--- config.mk ---
export PLATFORM = sky130hd
export DESIGN_NAME = gtc_core
export DESIGN_NICKNAME = d
export VERILOG_FILES = /design/src/core/gtc_pkg.sv /design/src/core/gtc_core.sv
export SDC_FILE = /design/constraint.sdc
export NUM_CORES = 1
export LEC_CHECK = 0
export ABC_AREA = 0
export BUFFER_PORTS_ARGS = -buffer_cell sky130_fd_sc_hd__buf_2
export CELL_PAD_IN_SITES_DETAIL_PLACEMENT = 1
export CELL_PAD_IN_SITES_GLOBAL_PLACEMENT = 1
export CORE_MARGIN = 3
export CORE_UTILIZATION = 56
export DETAILED_ROUTE_END_ITERATION = 8
export GPL_ROUTABILITY_DRIVEN = 0
export PLACE_DENSITY = 0.86
export SETUP_SLACK_MARGIN = 0.3
export SLEW_MARGIN = 20
export SYNTH_ARGS = -nofsm -noshare
export SYNTH_HDL_FRONTEND = slang
export SYNTH_SLANG_ARGS = --single-unit
--- constraint.sdc ---
create_clock -name clock -period 5.7 [get_ports clock]
set_input_delay 0.855 -clock clock [delete_from_list [all_inputs] [get_ports clock]]
set_output_delay 0.855 -clock clock [all_outputs]
set_load 0.02 [all_outputs]
--- src/core/gtc_pkg.sv ---
// package: register map, control fields and constants of the timer control core
package gtc_pkg;

  // ==========================================================
  // register offsets (byte addresses)
  localparam logic [7:0] OFF_CTRL_ONE = 8'h00;
  localparam logic [7:0] OFF_CTRL_TWO = 8'h04;
  localparam logic [7:0] OFF_FOLLOWER = 8'h08;
  localparam logic [7:0] OFF_IRQ_EN = 8'h0C;
  localparam logic [7:0] OFF_FLAGS = 8'h10;
  localparam logic [7:0] OFF_SW_EVENT = 8'h14;
  localparam logic [7:0] OFF_CH_MODE_ONE = 8'h18;
  localparam logic [7:0] OFF_CH_MODE_TWO = 8'h1C;
  localparam logic [7:0] OFF_CH_OUT_EN = 8'h20;
  localparam logic [7:0] OFF_COUNT = 8'h24;
  localparam logic [7:0] OFF_PRESCALE = 8'h28;
  localparam logic [7:0] OFF_RELOAD = 8'h2C;
  localparam logic [7:0] OFF_CMP1 = 8'h34;
  localparam logic [7:0] OFF_CMP2 = 8'h38;
  localparam logic [7:0] OFF_CMP3 = 8'h3C;
  localparam logic [7:0] OFF_CMP4 = 8'h40;
  localparam logic [7:0] OFF_BURST_CTRL = 8'h48;
  localparam logic [7:0] OFF_BURST_WIN = 8'h4C;

  // ==========================================================
  // control_one fields
  localparam int RUN_BIT = 0;
  localparam int INHIBIT_BIT = 1;
  localparam int URS_BIT = 2;
  localparam int ONESHOT_BIT = 3;
  localparam int DIR_BIT = 4;
  localparam int ALIGN_LO = 5;
  localparam int PRELOAD_BIT = 7;
  localparam int DIV_LO = 8;
  localparam logic [15:0] CTRL_ONE_RESET = 16'h0000;
  localparam logic [15:0] CTRL_ONE_MASK = 16'h03FF;

  // ==========================================================
  // flag bits (status, mask and software event share this layout)
  localparam int FLG_UPDATE = 0;
  localparam int FLG_CMP_LO = 1;
  localparam int FLG_TRIGGER = 6;
  localparam logic [15:0] FLAG_MASK = 16'h005F;

  // follower mode code for trigger start, in bits 2:0
  localparam logic [2:0] FOLLOW_TRIGGER = 3'h6;

  localparam logic [15:0] ZERO16 = 16'h0000;
  localparam logic [15:0] ONE16 = 16'h0001;

  typedef enum logic [1:0] {
    ALIGN_EDGE,
    ALIGN_DOWN_FLAGS,
    ALIGN_UP_FLAGS,
    ALIGN_BOTH_FLAGS
  } gtc_align_t;

  typedef struct packed {
    logic [7:0] addr;
    logic [15:0] wdata;
    logic wr;
    logic rd;
  } gtc_bus_req_t;

endpackage : gtc_pkg

--- src/core/gtc_core.sv ---
// general timer control core: counter, update logic, register bank
//
// Our own choice: the plain strobed port.
`timescale 1ns/1ps

module gtc_core
  import gtc_pkg::*;
(
  input wire logic clock,
  input wire logic arst_n,
  input wire logic [7:0] addr,
  input wire logic [15:0] wdata,
  input wire logic wrStb,
  input wire logic rdStb,
  input wire logic triggerIn,
  input wire logic followerUpdate,
  output logic [15:0] rdata,
  output logic irq,
  output logic sampleTick,
  output logic [3:0] cmpOut
);

  gtc_bus_req_t req;
  assign req = '{addr: addr, wdata: wdata, wr: wrStb, rd: rdStb};

  logic [15:0] ctrlOne_q, ctrlTwo_q, follower_q, irqEn_q, flags_q;
  logic [15:0] chMode1_q, chMode2_q, chOutEn_q, burstCtrl_q, burstWin_q;
  logic [15:0] count_q, pscBuf_q, pscAct_q, pscCnt_q, reloadBuf_q, reloadAct_q;
  logic [15:0] cmpBuf_q [4];
  logic [15:0] cmpAct_q [4];
  logic trigSeen_q, centreDown_q;
  logic [1:0] divCnt_q;
  logic [15:0] rdata_d;

  wire runEn = ctrlOne_q[RUN_BIT];
  wire gtc_align_t alignMode = gtc_align_t'(ctrlOne_q[ALIGN_LO +: 2]);
  wire centred = (alignMode != ALIGN_EDGE);
  wire countDown = ctrlOne_q[DIR_BIT];

  // ==========================================================
  // write decode
  wire wrCtrl = req.wr && (req.addr == OFF_CTRL_ONE);
  wire wrSwEv = req.wr && (req.addr == OFF_SW_EVENT);
  wire wrCount = req.wr && (req.addr == OFF_COUNT);
  wire swUpdate = wrSwEv && req.wdata[FLG_UPDATE];
  wire swTrigger = wrSwEv && req.wdata[FLG_TRIGGER];

  // ==========================================================
  // count tick and wrap detection
  wire pscDone = (pscCnt_q >= pscAct_q);
  wire tick = runEn && pscDone;
  wire upEnd = (count_q >= reloadAct_q);
  wire downEnd = (count_q == ZERO16);
  logic wrapEv;
  always_comb begin
    if (centred) begin
      wrapEv = tick && (centreDown_q ? (count_q == ONE16) : (count_q == reloadAct_q - ONE16)
        || (reloadAct_q == ZERO16));
    end else begin
      wrapEv = tick && (countDown ? downEnd : upEnd);
    end
  end

  wire trigRise = triggerIn && !trigSeen_q;
  wire trigStart = (follower_q[2:0] == FOLLOW_TRIGGER) && trigRise;
  wire updateEv = !ctrlOne_q[INHIBIT_BIT] && (wrapEv || swUpdate || followerUpdate);
  wire updateFlagEv = updateEv && (wrapEv || !ctrlOne_q[URS_BIT]);

  // ==========================================================
  // control_one with hardware-driven bits
  always_ff @(posedge clock or negedge arst_n) begin
    if (!arst_n) begin
      ctrlOne_q <= CTRL_ONE_RESET;
    end else begin
      if (wrCtrl) begin
        ctrlOne_q <= req.wdata & CTRL_ONE_MASK;
        if (centred) begin
          ctrlOne_q[DIR_BIT] <= ctrlOne_q[DIR_BIT];
        end else if (req.wdata[ALIGN_LO +: 2] != 2'b00) begin
          ctrlOne_q[DIR_BIT] <= 1'b0;
        end
      end else begin
        if (centred) begin
          ctrlOne_q[DIR_BIT] <= centreDown_q;
        end
        if (trigStart) begin
          ctrlOne_q[RUN_BIT] <= 1'b1;
        end
        if (updateEv && ctrlOne_q[ONESHOT_BIT]) begin
          ctrlOne_q[RUN_BIT] <= 1'b0;
        end
      end
    end
  end

  always_ff @(posedge clock or negedge arst_n) begin
    if (!arst_n) begin
      trigSeen_q <= 1'b0;
    end else begin
      trigSeen_q <= triggerIn;
    end
  end

  // ==========================================================
  // prescaler and counter
  always_ff @(posedge clock or negedge arst_n) begin
    if (!arst_n) begin
      pscCnt_q <= ZERO16;
    end else if (updateEv || !runEn || pscDone) begin
      pscCnt_q <= ZERO16;
    end else begin
      pscCnt_q <= pscCnt_q + ONE16;
    end
  end

  always_ff @(posedge clock or negedge arst_n) begin
    if (!arst_n) begin
      count_q <= ZERO16;
      centreDown_q <= 1'b0;
    end else if (wrCount) begin
      count_q <= req.wdata;
    end else if (!runEn && wrCtrl) begin
      centreDown_q <= 1'b0;
    end else if (centred) begin
      if (tick) begin
        if (centreDown_q) begin
          count_q <= count_q - ONE16;
          if (count_q == ONE16) begin
            centreDown_q <= 1'b0;
          end
        end else begin
          count_q <= count_q + ONE16;
          if (count_q + ONE16 >= reloadAct_q) begin
            centreDown_q <= 1'b1;
          end
        end
      end
    end else if (swUpdate && updateEv) begin
      count_q <= countDown ? reloadAct_q : ZERO16;
    end else if (tick) begin
      if (countDown) begin
        count_q <= downEnd ? reloadAct_q : count_q - ONE16;
      end else begin
        count_q <= upEnd ? ZERO16 : count_q + ONE16;
      end
    end
  end

  // ==========================================================
  // buffered and active copies
  always_ff @(posedge clock or negedge arst_n) begin
    if (!arst_n) begin
      reloadBuf_q <= ZERO16;
      reloadAct_q <= ZERO16;
      pscBuf_q <= ZERO16;
      pscAct_q <= ZERO16;
    end else begin
      if (req.wr && req.addr == OFF_RELOAD) begin
        reloadBuf_q <= req.wdata;
        if (!ctrlOne_q[PRELOAD_BIT]) begin
          reloadAct_q <= req.wdata;
        end
      end else if (updateEv) begin
        reloadAct_q <= reloadBuf_q;
      end
      if (req.wr && req.addr == OFF_PRESCALE) begin
        pscBuf_q <= req.wdata;
      end else if (updateEv) begin
        pscAct_q <= pscBuf_q;
      end
    end
  end

  for (genvar i = 0; i < 4; i++) begin : gCmp
    wire [7:0] cmpOff = OFF_CMP1 + 8'(4 * i);
    always_ff @(posedge clock or negedge arst_n) begin
      if (!arst_n) begin
        cmpBuf_q[i] <= ZERO16;
        cmpAct_q[i] <= ZERO16;
      end else begin
        if (req.wr && req.addr == cmpOff) begin
          cmpBuf_q[i] <= req.wdata;
        end else if (updateEv) begin
          cmpAct_q[i] <= cmpBuf_q[i];
        end
      end
    end
  end

  // ==========================================================
  // compare flags gated by alignment mode
  logic [3:0] cmpHit;
  logic flagDirOk;
  always_comb begin
    case (alignMode)
      ALIGN_EDGE: flagDirOk = 1'b1;
      ALIGN_DOWN_FLAGS: flagDirOk = centreDown_q;
      ALIGN_UP_FLAGS: flagDirOk = !centreDown_q;
      ALIGN_BOTH_FLAGS: flagDirOk = 1'b1;
      default: flagDirOk = 1'b0;
    endcase
    for (int k = 0; k < 4; k++) begin
      cmpHit[k] = tick && flagDirOk && (count_q == cmpAct_q[k]);
    end
  end

  // ==========================================================
  // status flags: set wins over write-one-to-clear
  logic [15:0] flagSet;
  always_comb begin
    flagSet = ZERO16;
    flagSet[FLG_UPDATE] = updateFlagEv;
    flagSet[FLG_CMP_LO +: 4] = cmpHit | (wrSwEv ? req.wdata[FLG_CMP_LO +: 4] : 4'h0);
    flagSet[FLG_TRIGGER] = trigStart || swTrigger;
  end

  wire [15:0] flagClr = (req.wr && req.addr == OFF_FLAGS) ? req.wdata : ZERO16;

  always_ff @(posedge clock or negedge arst_n) begin
    if (!arst_n) begin
      flags_q <= ZERO16;
    end else begin
      flags_q <= ((flags_q & ~flagClr) | flagSet) & FLAG_MASK;
    end
  end

  always_ff @(posedge clock or negedge arst_n) begin
    if (!arst_n) begin
      irq <= 1'b0;
    end else begin
      irq <= |(flags_q & irqEn_q);
    end
  end

  // ==========================================================
  // plain storage registers
  always_ff @(posedge clock or negedge arst_n) begin
    if (!arst_n) begin
      ctrlTwo_q <= ZERO16;
      follower_q <= ZERO16;
      irqEn_q <= ZERO16;
      chMode1_q <= ZERO16;
      chMode2_q <= ZERO16;
      chOutEn_q <= ZERO16;
      burstCtrl_q <= ZERO16;
      burstWin_q <= ZERO16;
    end else if (req.wr) begin
      case (req.addr)
        OFF_CTRL_TWO: ctrlTwo_q <= req.wdata;
        OFF_FOLLOWER: follower_q <= req.wdata;
        OFF_IRQ_EN: irqEn_q <= req.wdata & FLAG_MASK;
        OFF_CH_MODE_ONE: chMode1_q <= req.wdata;
        OFF_CH_MODE_TWO: chMode2_q <= req.wdata;
        OFF_CH_OUT_EN: chOutEn_q <= req.wdata;
        OFF_BURST_CTRL: burstCtrl_q <= req.wdata;
        OFF_BURST_WIN: burstWin_q <= req.wdata;
        default: ;
      endcase
    end
  end

  // ==========================================================
  // sampling clock divider
  always_ff @(posedge clock or negedge arst_n) begin
    if (!arst_n) begin
      divCnt_q <= 2'h0;
      sampleTick <= 1'b0;
    end else begin
      case (ctrlOne_q[DIV_LO +: 2])
        2'h1: sampleTick <= (divCnt_q[0] == 1'b1);
        2'h2: sampleTick <= (divCnt_q == 2'h3);
        default: sampleTick <= 1'b1;
      endcase
      divCnt_q <= divCnt_q + 2'h1;
    end
  end

  // ==========================================================
  // channel outputs frozen whenever the run bit is clear, as after the one-shot stop
  always_ff @(posedge clock or negedge arst_n) begin
    if (!arst_n) begin
      cmpOut <= 4'h0;
    end else if (runEn) begin
      for (int k = 0; k < 4; k++) begin
        cmpOut[k] <= chOutEn_q[4 * k] && (count_q < cmpAct_q[k]);
      end
    end
  end

  // ==========================================================
  // read bank
  always_comb begin
    case (req.addr)
      OFF_CTRL_ONE: rdata_d = ctrlOne_q & CTRL_ONE_MASK;
      OFF_CTRL_TWO: rdata_d = ctrlTwo_q;
      OFF_FOLLOWER: rdata_d = follower_q;
      OFF_IRQ_EN: rdata_d = irqEn_q;
      OFF_FLAGS: rdata_d = flags_q;
      OFF_SW_EVENT: rdata_d = ZERO16;
      OFF_CH_MODE_ONE: rdata_d = chMode1_q;
      OFF_CH_MODE_TWO: rdata_d = chMode2_q;
      OFF_CH_OUT_EN: rdata_d = chOutEn_q;
      OFF_COUNT: rdata_d = count_q;
      OFF_PRESCALE: rdata_d = pscBuf_q;
      OFF_RELOAD: rdata_d = reloadBuf_q;
      OFF_CMP1: rdata_d = cmpBuf_q[0];
      OFF_CMP2: rdata_d = cmpBuf_q[1];
      OFF_CMP3: rdata_d = cmpBuf_q[2];
      OFF_CMP4: rdata_d = cmpBuf_q[3];
      OFF_BURST_CTRL: rdata_d = burstCtrl_q;
      OFF_BURST_WIN: rdata_d = burstWin_q;
      default: rdata_d = ZERO16;
    endcase
  end

  always_ff @(posedge clock or negedge arst_n) begin
    if (!arst_n) begin
      rdata <= ZERO16;
    end else begin
      rdata <= req.rd ? rdata_d : ZERO16;
    end
  end

endmodule : gtc_core

* Yosys cells after proc, flatten, opt, wreduce, memory -nomap -nowiden
Index checks and enable logic that the tools add are counted.
** Cells by class
- Add/subtract/negate cells :: 5
- $lt $le $gt $ge :: 7
- Equality and inequality tests :: 34
- Multiplexer cells :: 37
- Bitwise logic cells :: 11
- Reductions and logical operators :: 74
** Operators with widths (count)
- case mux 16 bit (17 select lines) :: 1
- 2-to-1 mux 16 bit :: 16
- equality test 16 bit :: 5
- less-than comparator 16 bit :: 4
- equality test 8 x 6 -> 1 bit (second input constant) :: 7
- >= comparator 16 bit :: 3
- adder 16 x 1 -> 16 bit (second input constant) :: 2
- equality test 8 x 5 -> 1 bit (second input constant) :: 4
- zero test 16 bit :: 2
- subtractor 16 x 1 -> 16 bit (second input constant) :: 2
- logical AND 1 bit :: 31
- AND reduction 2 bit :: 15
- equality test 8 x 7 -> 1 bit (second input constant) :: 3
- equality test 16 x 1 -> 1 bit (second input constant) :: 1
- equality test 8 x 4 -> 1 bit (second input constant) :: 2
- 2-to-1 mux 1 bit :: 16
- OR reduction 16 bit :: 1
- bitwise AND 7 bit :: 2
- nonzero test 2 bit :: 6
- equality test 2 bit (second input constant) :: 4
- equality test 8 x 3 -> 1 bit (second input constant) :: 1
- zero test 8 bit :: 1
- logical OR 1 bit :: 7
- 2-to-1 mux 7 bit :: 1
- other kinds (17) :: 31
** Word-level totals
- Bits in registers :: 384
- Input port bits :: 30
- Output and inout bits :: 22
- Logic and storage cells :: 201

* Longest topological paths before layout
- Word-level depth :: 14
- Mapped depth :: 13

* Worst setup path after synthesis
No wires, ideal clock.
- Kind :: reg2reg
- From :: register count_q[0]
- To :: register cmpAct_q[10] (netlist name)
- Library setup time :: 0.125 ns
- Arrival time :: 3.592 ns
- Data required time :: 5.575 ns
- Path slack :: 1.983 ns
- Stages on the path, launching flop included :: 13
- Buffers on the path :: 2
- Clock period less this slack :: 3.717 ns
- Cell sequence :: dfrtp_1 -> inv_1 -> ha_1 -> or4b_1 -> clkbuf_1 -> nor4_4 -> o21ai_1 -> a2111oi_2 -> nor3b_1 -> a221oi_4 -> nand2_4 -> buf_6 -> mux2_4
** On the way
- Word-level cells in the longest chain between the ends :: 9
** Ends and longest elaborated chain
- start, declared :: line gtc_core.sv:28 : logic [15:0] count_q, pscBuf_q, pscAct_q, pscCnt_q, reloadBuf_q, reloadAct_q;
- start signal, assigned :: line gtc_core.sv:121 : count_q <= req.wdata;
- start signal, assigned :: line gtc_core.sv:127 : count_q <= count_q - ONE16;
- start signal, assigned :: line gtc_core.sv:132 : count_q <= count_q + ONE16;
- branches (longest 4 deep; another with >= comparator 16 bit)
- 2-to-1 mux 1 bit (*) :: line gtc_core.sv:56 : if (centred) begin
- logical OR 1 bit (*) (2 in series) :: line gtc_core.sv:66 : wire updateEv = !ctrlOne_q[INHIBIT_BIT] && (wrapEv || swUpdate || followerUpdate);
- logical AND 1 bit (*) :: line gtc_core.sv:66
- AND reduction 2 bit (no line) (*)
- end signal, assigned by index :: line gtc_core.sv:184 : cmpAct_q[i] <= cmpBuf_q[i];
- end, declared :: line gtc_core.sv:30 : logic [15:0] cmpAct_q [4];
Every way passes the cells marked *.
A chain may end at the register's enable or synchronous reset.

* Worst setup path after layout
- From :: register count_q[0]
- To :: register cmpAct_q[40] (netlist name)
The elaborated chain is that of the path after synthesis.

==> flow_summary.ini <==
[outcome]
outcome = completed

[grt]
grt.met1_usage_pct = 49.3
grt_pass1_wl_um = 120000
grt_use_met2_pct = 62.9
grt.overflow.total = 0
grt_pass1_vias = 18600
grt.met3_usage_pct = 8.27
grt_max_degree = 116
busiest_layer = met2
antenna_found_initial = 1
track_usage_pct = 39.2

[route]
wire_per_inst_um = 33.1
drc = 0
drt.antenna.violating_nets = 0
vias = 17300
wl_um = 79700
dr.first_iter.drc_count = 1937
detail_route.vias_per_cell = 7.19
drt_first_pass_iters = 5

[clock_network]
cts_buffer_depth = 3
cts_resized = 0
cts_max_level = 2
cts_buffers = 41
cts_tree = yes
cts_setup_buffers = 0
clock_sinks = 384
clock_latency_ns = 0.57
cts_hold_buffers = 0
cts_root_buf = clkbuf_16
clkSlewWorstSetupHoldPaths_ns = 0.07

[sta]
finalSetupTns_ns = 0
skew_ns = 0.0375
setup_viol = 0
finalCritPeriodShare_pct = 82.9
worstMarginPinSlew_ns = 1.25
relSlewSlack_pct = 16.8
hold_viol_final = 0
period_needed_ns = 4.73
rsz0062_at_grt = no
final_max_slew_viol_count = 0
fmax_mhz = 212

[worst_setup_path]
endpoint_kind = flop
crit_path_start_kind = flop
worst-endpoint-arrival_ns = 5.16
cp.required_ns = 6.13
crit_type = reg -> reg
path_max_fanout = 16

[floorplan]
die_height_um = 200
ios = 52
dieArea_sq_mm = 0.0401
num_rows = 70
coreArea_sq_mm = 0.0369
start_util_pct = 57.2
die_w_um = 200

[run]
cap_violations = 0

[hold_path]
hold_path.class = in -> async

[synth]
ys_types = 77
synth_edf_count = 0
ys_ff_latch = 384
syn-num-nets = 2012
async_flop_share_pct = 100
yosysWarnings = 0
syn-mean-instance-area_sq_um = 11.4
synth_ff_type = dfrtp_1
synthCells = 1859
synth-seq-area-share_pct = 45.5
netlist_area_sq_mm = 0.0211

[placement]
place_area_sq_mm = 0.0218
dp_hpwl_um = 52400
io_buffers = 51

[final_layout]
drive_gt1_share_pct = 25.3
nets = 2027
fillers = 3715
syn_to_final_growth_pct = 9.61
design_area_sq_mm = 0.0231

[power_and_ir_drop]
p_leak_nw = 10.8
p_per_area_mw_per_mm2 = 378
peakVddDrop_uv = 253
## per-stage QoR
stage               instances  setup slack, ns  hold slack [ns]  power, mW  utilization (%)
global route             2409            0.855            0.354       9.08             62.7
CTS                      2408             1.08            0.348       8.64             62.7
finish                   2410            0.974            0.285       8.75             62.7
detailed placement       2335             1.19            0.466       5.89             59.1
floorplan                1859             1.98            0.423       5.00                -
global placement         2335             1.39            0.445       5.66             59.1
## cell type report
class / instances / area (sq um) / share of cell area [%]
Multi-Input combinational cell: 1251 / 10600 / 45.9
Sequential cell: 384 / 9610 / 41.5
Clock buffer: 61 / 1230 / 5.32
Tap cell: 504 / 631 / 2.73
Timing Repair Buffer: 82 / 523 / 2.26
Inverter: 114 / 428 / 1.85
Clock inverter: 12 / 97.6 / 0.422
Antenna cell: 2 / 5.00 / 0.0216
## path summary, 6_finish.rpt
kind	startpoint	end	slack [ns]	depth (start not counted)
setup / recovery	count_q[0]$_DFFE_PN0P_	cmpAct_q[40]$_DFFE_PN0P_	0.97	10
min in group clock	triggerIn	trigSeen_q$_DFF_PN0_	0.42	1
hold / removal	arst_n	reloadAct_q[2]$_DFFE_PN0P_	0.28	1
max in group asynchronous	arst_n	cmpAct_q[12]$_DFFE_PN0P_	3.96	2
hold reg to reg	divCnt_q[0]$_DFF_PN0_	divCnt_q[0]$_DFF_PN0_	0.48	1
setup reg to reg	count_q[0]$_DFFE_PN0P_	cmpAct_q[40]$_DFFE_PN0P_	0.97	10
## kinds of logic (layout without fill, tap and decap cells)
| kind of cell | after synthesis | in the layout | share of synthesized area [%] |
|---|---|---|---|
| compound gates | 380 | 380 | 13.1 |
| simple gates | 360 | 360 | 9.01 |
| fa+ha+maj | 123 | 123 | 7.29 |
| buf+inv | 224 | 269 | 4.27 |
| flops | 384 | 384 | 45.5 |
| mux | 322 | 322 | 18.0 |
| other cells | 0 | 2 | 0 |
| xor+xnor | 66 | 66 | 2.81 |
## cells in the mapped netlist (17+ instances only)
| cell | number | share of area [%] |
|---|---|---|
| dfrtp_1 | 384 | 46 |
| mux2_2 | 254 | 14 |
| ha_1 | 123 | 7.3 |
| inv_1 | 114 | 2.0 |
| nand2_1 | 94 | 1.7 |
| clkbuf_1 | 87 | 1.5 |
| nor2_1 | 83 | 1.5 |
| o21ai_0 | 56 | 1.3 |
| mux2_4 | 50 | 3.6 |
| a21oi_1 | 49 | 1.2 |
| xnor2_1 | 40 | 1.7 |
| a22oi_1 | 38 | 1.4 |
| nand4_1 | 31 | 0.92 |
| o21a_1 | 30 | 1.1 |
| a31oi_1 | 28 | 0.83 |
| a221oi_1 | 27 | 1.1 |
| nand3_1 | 27 | 0.64 |
| a222oi_1 | 26 | 1.2 |
| xor2_1 | 25 | 1.0 |
| a21o_1 | 23 | 0.82 |
| nor3_1 | 20 | 0.47 |
| mux2i_1 | 18 | 0.85 |
| nor4_1 | 17 | 0.50 |
## power breakdown
part | internal [mW] | total [mW] | switching, mW
sequential | 2.91 | 3.36 | 0.445
clock | 1.54 | 2.71 | 1.17
combinational | 1.12 | 2.68 | 1.56
total | 5.57 | 8.75 | 3.17
## worst max-delay path: stages, from the launching register on
cell,delay (ns)
dfrtp_1,0.49
inv_1,0.30
ha_1,0.33
or4b_1,0.66
nor4_4,0.38
o21ai_1,0.17
a2111oi_2,0.56
nor3b_1,0.17
a221oi_4,0.72
nand2_4,0.39
mux2_4,0.42
## flip-flops by register name (all words and copies together), names as in the netlist, 2 cells and up
signal	flops
chMode2_q	16
pscCnt_q	16
burstCtrl_q	16
pscBuf_q	16
reloadBuf_q	16
flags_q	6
reloadAct_q	16
rdata	16
cmpAct_q	64
chMode1_q	16
irqEn_q	6
divCnt_q	2
count_q	16
follower_q	16
ctrlOne_q	10
burstWin_q	16
cmpOut	4
cmpBuf_q	64
pscAct_q	16
ctrlTwo_q	16
chOutEn_q	16
## per-layer routing
layer  part of all wire (%)  up-vias
met3                     10      393
met2                     46     1235
met1                     37     8825
li1                       -     6886
met5                      0        -
met4                    7.1        0
## cell usage in the layout, fill, tap and decap left out, drive strengths merged, types with 40 or more instances in the layout
master  instances
a21oi          49
buf            82
clkbuf         61
dfrtp         384
ha            123
inv           116
mux2          304
nand2          99
nor2           83
o21ai          57
xnor2          40
(Power assumes the default switching activity.)
